### src/cmt_defs.svh
// Register offsets, field positions and reset values of the timer channel.
// Assumes byte addressing on a 32-bit Wishbone bus, one register per word.
`ifndef CMT_DEFS_SVH
`define CMT_DEFS_SVH

`define CMT_ADR_W           8
`define CMT_ADR_CTRL        8'h00
`define CMT_ADR_LATCH       8'h04
`define CMT_ADR_COUNT       8'h08
`define CMT_ADR_STATUS      8'h0C
`define CMT_ADR_IRQ_CLEAR   8'h10
`define CMT_ADR_IRQ_ENABLE  8'h14

`define CMT_CTRL_SW_RESET   0
`define CMT_CTRL_DUAL_BYTE  2
`define CMT_CTRL_MODE_LOW   3
`define CMT_CTRL_INIT_INH   4
`define CMT_CTRL_MODE_HIGH  5
`define CMT_CTRL_OUT_EN     7

`define CMT_STAT_EXPIRY     0

`define CMT_CTRL_RESET      8'h00
`define CMT_LATCH_RESET     16'h0000
`define CMT_COUNT_RESET     16'h0000

`define CMT_SYNC_STAGES     2

`endif

### src/cmt_pkg.sv
// Types shared by the timer channel: the bundle of timer pins and the
// register state of the channel, apart from its reset and pin synchroniser flops.
package cmt_pkg;

  typedef struct packed {
    logic clk;
    logic gate;
    logic rst_n;
  } cmt_pins_s;

  typedef struct packed {
    logic [7:0]  ctrl;
    logic [15:0] latch;
    logic [15:0] count;
    logic        expiry_flag;
    logic        irq_enable;
    logic        wave;
    logic        clk_prev;
    logic        gate_prev;
    logic        ack;
    logic [31:0] dat;
    logic        pin_out;
    logic        irq;
  } cmt_state_s;

endpackage

### src/cmt_sync.sv
// Two-flop synchroniser for a group of asynchronous timer pins.
// Assumes the reset is already synchronous to the clock on release.
`timescale 1ns/1ps

module cmt_sync
  import cmt_pkg::*;
#(
  parameter int WIDTH = 3
)
(
  // Clock and reset
  input  wire logic             clk_in,
  input  wire logic             rst_n_in,
  // Data
  input  wire logic [WIDTH-1:0] d_in,
  output logic      [WIDTH-1:0] q_out
);

  logic [WIDTH-1:0] meta;

  // Meta stage feeds only the second stage
  always_ff @(posedge clk_in or negedge rst_n_in)
  begin
    if (!rst_n_in)
    begin
      meta  <= '0;
      q_out <= '0;
    end
    else
    begin
      meta  <= d_in;
      q_out <= meta;
    end
  end

endmodule

### src/cmt_timer.sv
// One continuous-mode timer channel with a Wishbone register slave.
// Assumes timer clock, gate and external reset pins are asynchronous.
`timescale 1ns/1ps
`include "cmt_defs.svh"

module cmt_timer
  import cmt_pkg::*;
(
  // System clock and reset
  input  wire logic        CLK_SYS_IN,
  input  wire logic        RST_N_IN,
  // Wishbone slave
  input  wire logic        WB_CYC_IN,
  input  wire logic        WB_STB_IN,
  input  wire logic        WB_WE_IN,
  input  wire logic [7:0]  WB_ADR_IN,
  input  wire logic [3:0]  WB_SEL_IN,
  input  wire logic [31:0] WB_DAT_IN,
  output logic      [31:0] WB_DAT_OUT,
  output logic             WB_ACK_OUT,
  // Timer pins
  input  wire logic        TMR_CLK_IN,
  input  wire logic        TMR_GATE_IN,
  input  wire logic        TMR_RST_N_IN,
  output logic             CHANNEL_WAVE_OUT,
  // Interrupt
  output logic             IRQ_OUT
);

  cmt_state_s st;
  cmt_state_s next_st;

  logic       rst_meta;
  logic       rst_n_sync;
  cmt_pins_s  pins_raw;
  cmt_pins_s  pins;

  logic        bus_req;
  logic        bus_wr;
  logic        latch_wr;
  logic        clear_wr;
  logic        timer_rst;
  logic        clk_tick;
  logic        gate_fall;
  logic        continuous;
  logic        init;
  logic        enabled;
  logic        expiry;
  logic [15:0] count;
  logic        wave;

  function automatic logic hit(input logic [7:0] adr,
                               input logic [7:0] off);
    hit = (adr[7:2] == off[7:2]);
  endfunction

  // Reset release through two flops, assertion stays asynchronous
  always_ff @(posedge CLK_SYS_IN or negedge RST_N_IN)
  begin
    if (!RST_N_IN)
    begin
      rst_meta   <= 1'b0;
      rst_n_sync <= 1'b0;
    end
    else
    begin
      rst_meta   <= 1'b1;
      rst_n_sync <= rst_meta;
    end
  end

  assign pins_raw.clk   = TMR_CLK_IN;
  assign pins_raw.gate  = TMR_GATE_IN;
  assign pins_raw.rst_n = TMR_RST_N_IN;

  cmt_sync #(
    .WIDTH ($bits(cmt_pins_s))
  ) u_sync (
    .clk_in   (CLK_SYS_IN),
    .rst_n_in (rst_n_sync),
    .d_in     (pins_raw),
    .q_out    (pins)
  );

  always_comb
  begin
    next_st = st;

    // Bus slave: single-cycle ack, dropped the cycle after
    bus_req     = WB_CYC_IN & WB_STB_IN & ~st.ack;
    bus_wr      = bus_req & WB_WE_IN;
    next_st.ack = bus_req;
    next_st.dat = 32'h0000_0000;
    latch_wr    = 1'b0;
    clear_wr    = 1'b0;

    if (bus_req && !WB_WE_IN)
    begin
      if (hit(WB_ADR_IN, `CMT_ADR_CTRL))
        next_st.dat = {24'h00_0000, st.ctrl};
      else if (hit(WB_ADR_IN, `CMT_ADR_LATCH))
        next_st.dat = {16'h0000, st.latch};
      else if (hit(WB_ADR_IN, `CMT_ADR_COUNT))
        next_st.dat = {16'h0000, st.count};
      else if (hit(WB_ADR_IN, `CMT_ADR_STATUS))
        next_st.dat = {31'h0000_0000, st.expiry_flag};
      else if (hit(WB_ADR_IN, `CMT_ADR_IRQ_ENABLE))
        next_st.dat = {31'h0000_0000, st.irq_enable};
      else
        next_st.dat = 32'h0000_0000;
    end

    if (bus_wr)
    begin
      if (hit(WB_ADR_IN, `CMT_ADR_CTRL) && WB_SEL_IN[0])
        next_st.ctrl = WB_DAT_IN[7:0];
      if (hit(WB_ADR_IN, `CMT_ADR_LATCH))
      begin
        latch_wr = |WB_SEL_IN[1:0];
        if (WB_SEL_IN[0])
          next_st.latch[7:0] = WB_DAT_IN[7:0];
        if (WB_SEL_IN[1])
          next_st.latch[15:8] = WB_DAT_IN[15:8];
      end
      if (hit(WB_ADR_IN, `CMT_ADR_IRQ_CLEAR) && WB_SEL_IN[0])
        clear_wr = WB_DAT_IN[`CMT_STAT_EXPIRY];
      if (hit(WB_ADR_IN, `CMT_ADR_IRQ_ENABLE) && WB_SEL_IN[0])
        next_st.irq_enable = WB_DAT_IN[`CMT_STAT_EXPIRY];
    end

    // Edge stage after the synchroniser: action at the third edge
    next_st.clk_prev  = pins.clk;
    next_st.gate_prev = pins.gate;
    clk_tick  = st.clk_prev & ~pins.clk;
    gate_fall = st.gate_prev & ~pins.gate;

    timer_rst  = st.ctrl[`CMT_CTRL_SW_RESET] | ~pins.rst_n;
    continuous = ~st.ctrl[`CMT_CTRL_MODE_LOW]
               & ~st.ctrl[`CMT_CTRL_MODE_HIGH];

    // Other modes are outside this channel; only reset initialises there
    init = timer_rst
         | (continuous & gate_fall)
         | (continuous & latch_wr
            & ~st.ctrl[`CMT_CTRL_INIT_INH]);

    // Reset also keeps the counter loaded from the latches
    count = init ? next_st.latch : st.count;
    wave  = init ? 1'b0 : st.wave;

    // Tick in a gate-fall or latch-write init cycle counts too, so first clock is not lost
    enabled = continuous & ~timer_rst & ~pins.gate;
    expiry  = 1'b0;

    if (enabled && clk_tick)
    begin
      if (!st.ctrl[`CMT_CTRL_DUAL_BYTE])
      begin
        if (count == 16'h0000)
        begin
          expiry = 1'b1;
          count  = next_st.latch;
          wave   = ~wave;
        end
        else
        begin
          count = count - 16'h0001;
        end
      end
      else if (next_st.latch == 16'h0000)
      begin
        wave = ~wave;
      end
      else if (next_st.latch[7:0] == 8'h00)
      begin
        if (count[15:8] == 8'h00)
        begin
          expiry = 1'b1;
          count  = next_st.latch;
          wave   = ~wave;
        end
        else
        begin
          count = {count[15:8] - 8'h01, 8'h00};
        end
      end
      else if (count == 16'h0000)
      begin
        expiry = 1'b1;
        count  = next_st.latch;
        wave   = 1'b0;
      end
      else if (count[7:0] == 8'h00)
      begin
        count = {count[15:8] - 8'h01, next_st.latch[7:0]};
      end
      else
      begin
        if (count[15:8] == 8'h00)
          wave = 1'b1;
        count = {count[15:8], count[7:0] - 8'h01};
      end
    end

    next_st.count = count;
    next_st.wave  = wave;

    // Expiry wins over a same-cycle clear or initialisation
    next_st.expiry_flag = (st.expiry_flag & ~clear_wr & ~init)
                        | expiry;

    // Gated by the new control value so disable acts on the next edge
    next_st.pin_out = wave & next_st.ctrl[`CMT_CTRL_OUT_EN];
    next_st.irq     = next_st.expiry_flag & next_st.irq_enable;
  end

  always_ff @(posedge CLK_SYS_IN or negedge rst_n_sync)
  begin
    if (!rst_n_sync)
    begin
      st             <= '0;
      st.ctrl        <= `CMT_CTRL_RESET;
      st.latch       <= `CMT_LATCH_RESET;
      st.count       <= `CMT_COUNT_RESET;
    end
    else
    begin
      st <= next_st;
    end
  end

  assign WB_DAT_OUT       = st.dat;
  assign WB_ACK_OUT       = st.ack;
  assign CHANNEL_WAVE_OUT = st.pin_out;
  assign IRQ_OUT          = st.irq;

endmodule

### config.mk
export PLATFORM = sky130hd
export DESIGN_NAME = cmt_timer
export DESIGN_NICKNAME = d
export VERILOG_FILES = /design/src/cmt_pkg.sv /design/src/cmt_sync.sv /design/src/cmt_timer.sv
export VERILOG_INCLUDE_DIRS = /design/src
export SDC_FILE = /design/constraint.sdc
export NUM_CORES = 1
export LEC_CHECK = 0
export CORE_ASPECT_RATIO = 0.7
export CORE_MARGIN = 4
export CORE_UTILIZATION = 58
export CTS_BUF_LIST = sky130_fd_sc_hd__clkbuf_16
export DETAILED_ROUTE_END_ITERATION = 6
export DONT_BUFFER_PORTS = 1
export HOLD_SLACK_MARGIN = 0.08
export PLACE_DENSITY = 0.78
export SLEW_MARGIN = 10
export SYNTH_ARGS = -nofsm -noshare
export SYNTH_HDL_FRONTEND = slang
export SYNTH_HIERARCHICAL = 1
export SYNTH_SLANG_ARGS = --single-unit
### constraint.sdc
create_clock -name CLK_SYS_IN -period 4.3 [get_ports CLK_SYS_IN]
set_input_delay 0.215 -clock CLK_SYS_IN [delete_from_list [all_inputs] [get_ports CLK_SYS_IN]]
set_output_delay 0.215 -clock CLK_SYS_IN [all_outputs]
set_load 0.005 [all_outputs]
==> out/metrics.yaml <==
grt_antenna_before_repair: 0
dieHeight_um: 86.0
critPathArrivalTime_ps: 4140
grt_max_degree: 43
synth_edf_count: 0
grt_pass1_vias: 4100
core_um2: 8440
htreeDepth: 3
area_delta_synth_final_pct: 6.75
drc: 0
dpl_worst_slack_ps: 411
grt_pass1_wl_um: 22600
ys_ff_latch: 72
setup.worst_path.start_class: "register"
synth.distinct_cells: 73
via_count: 4495
rows: 28
drt_wl_total_um: 14600
place_area_um2: 4960
cts_made_buffers: 9
min_period_ps: 3990
avgSynthCellArea_um2: 9.10
grt_setup_unrepaired: "no"
peakVddDrop_v: 0.000160
drtPass1Iterations: 6
die_x_um: 119
post-synth-top-area-cell: "dfrtp_1"
fin_ws_ps: 312
io-pin-count: 87
synth_area_um2: 5040
ys.warnings.count: 6
final_area_um2: 5380
drive_gt1_share_pct: 15.9
syn_inst: 554
ant_nets: 0
critPathKind: "register to register"
cts_setup_buffers: 0
powerDensity_nw_per_um2: 350
dp_hpwl_um: 10600
crit_path_max_fanout: 10
clockBufferDepth: 2
clock_sinks: 72
synth-main-ff-cell: "dfrtp_1"
hold_viol_final: 0
grt.total_usage_pct: 28.5
tightest_slew_ps: 903
synthTopCellsByArea: "dfrtp_1 36%, mux2_2 7.6%, buf_4 5.4%, mux2i_1 4.8%, nor2_1 4.2%"
worstPathRequired_ps: 4450
hp-class: "primary input to register"
timing.final.crit_share_pct: 92.8
clk_pin_slew_worst_paths_ps: 60
cts_tree: "done"
finClkSkew_ps: 5.20
clock_latency_ps: 330
drv_cap: 0
status: "finished clean"
finalMaxSlewViolations: 0
wire_per_inst_um: 21.7
yosysTopAreaCellShare_pct: 35.7
avgViaCountPerCell: 6.68
die_area_um2: 10300
end_kind: "register"
drtIter0Drc: 735
power_leakage_nw: 2.39
final_nets: 604
n_antenna_cell: 0
place_congestion: 1.02
setup_violations: 0
clock_tree.root_cell: "clkbuf_16"
max_slew_margin_pct: 39.6
floorplan.initialDensity_pct: 59.7
ys_async_sr_fraction_pct: 100
fmax_ghz: 0.251
io_buffers: 0
power_mw: 1.89
grt-ovfl-total: 0
yosysSeqAreaShare_pct: 35.7
setup_tns_ps: 0
[cells in the mapped netlist, types with 3 or more instances]
| cell type | count |
|---|---|
| a211oi_1 | 4 |
| a21o_1 | 3 |
| a21oi_1 | 33 |
| a22oi_1 | 19 |
| a31oi_1 | 9 |
| and2_1 | 7 |
| buf_2 | 3 |
| buf_4 | 36 |
| buf_6 | 4 |
| clkbuf_1 | 13 |
| dfrtp_1 | 72 |
| ha_1 | 4 |
| inv_1 | 21 |
| mux2_2 | 34 |
| mux2i_1 | 24 |
| nand2_1 | 34 |
| nand3_1 | 15 |
| nand4_2 | 4 |
| nor2_1 | 57 |
| nor2_2 | 3 |
| nor3_1 | 11 |
| nor4_1 | 9 |
| o2111ai_1 | 7 |
| o211ai_1 | 9 |
| o21a_1 | 4 |
| o21ai_0 | 28 |
| o21ai_1 | 3 |
| o22ai_1 | 5 |
| o31ai_1 | 5 |
| or3_1 | 10 |
| or4_1 | 4 |
| xnor2_1 | 3 |
[per-layer routing]
metal	up-vias	track usage, %	part of all wire [%]
li1	1984	-	-
met1	2175	42.1	43
met2	308	40.9	42
met3	28	8.77	14
met4	0	6.76	1.3
met5	-	0	0
[report_power, final]
| group | internal [mW] | switching, mW | total, mW | leakage, nW |
|---|---|---|---|---|
| Clock | 0.449 | 0.288 | 0.737 | 0.146 |
| Combinational | 0.147 | 0.263 | 0.410 | 1.28 |
| Sequential | 0.703 | 0.0363 | 0.739 | 0.963 |
[cell families (layout without fill, tap and decap cells)]
logic type      after synthesis  after routing  synth area share (%)
other cells                   2             17                 0.149
fa+ha+maj                     4              4                 0.992
xor+xnor                      5              5                 0.868
simple gates                177            177                  18.7
flops                        72             72                  35.7
buf+inv                      80             64                  9.33
mux                          61             61                  13.5
compound gates              153            153                  20.7
[cell type report]
| type | instances | area, µm² |
|---|---|---|
| Fill cell | 666 | 3060 |
| Multi-Input combinational cell | 417 | 2830 |
| Sequential cell | 72 | 1800 |
| Clock buffer | 9 | 225 |
| Timing Repair Buffer | 25 | 220 |
| Tap cell | 120 | 150 |
| Inverter | 23 | 87.6 |
| Clock inverter | 7 | 70.1 |
[worst max-delay path: stages (launching register included)]
cell and delay [ps]:
dfrtp_1 400, and3b_1 320, and4_1 420, mux2i_1 330, nand2_1 80, o21ai_0 260, ha_1 360, inv_1 80
or2_2 350, a211oi_4 580, buf_4 270, nand3_1 80, a31oi_1 200, a311oi_1 90
[cell usage in the layout (no fill, tap or decap), types with 10 or more instances in the layout]
| cell type | instances |
|---|---|
| or3_1 | 10 |
| conb_1 | 17 |
| a21oi_1 | 33 |
| nand2_1 | 34 |
| nor3_1 | 11 |
| o21ai_0 | 28 |
| a22oi_1 | 19 |
| buf_4 | 12 |
| dlygate4sd3_1 | 13 |
| mux2_2 | 34 |
| nor2_1 | 57 |
| dfrtp_1 | 71 |
| inv_1 | 21 |
| nand3_1 | 15 |
| mux2i_1 | 24 |
[path summary, 6_finish.rpt]
path	start	end	slack, ps	cells after the start
max	WB_ACK_OUT$_DFF_PN0_	st[44]$_DFF_PN0_	310	13
min	WB_DAT_IN[1]	st[57]$_DFF_PN0_	90	2
max reg2reg	WB_ACK_OUT$_DFF_PN0_	st[44]$_DFF_PN0_	310	13
min reg2reg	rst_n_sync$_DFF_PN0_	st[75]$_DFFE_PN0P_	300	0
max in group asynchronous	rst_n_sync$_DFF_PN0_	st[78]$_DFFE_PN0P_	3020	1
min in group asynchronous	RST_N_IN	rst_meta$_DFF_PN0_	110	1
[registers in the layout, summed over array words and instances, names as in the netlist]
signal / cells
st: 45
WB_DAT_OUT: 16
u_sync/meta: 3
u_sync/q_out: 3
CHANNEL_WAVE_OUT: 1
IRQ_OUT: 1
WB_ACK_OUT: 1
rst_meta: 1
rst_n_sync: 1
[stage by stage]
stage	std cells	utilization [%]	hold slack, ps
floorplan	569	-	-80.6
global placement	644	58.7	-80.5
detailed placement	644	58.7	-80.5
CTS	673	63.8	81.9
global route	673	63.8	91.8
finish	673	63.8	91.9
[timing repair]
| action | 4_1_cts | 5_1_grt |
|---|---|---|
| hold endpoints to repair | 15 | 0 |
| resized for setup | 0 | 0 |
| hold buffers | 13 | 0 |
No activity file was read; power rests on OpenSTA's default activity.
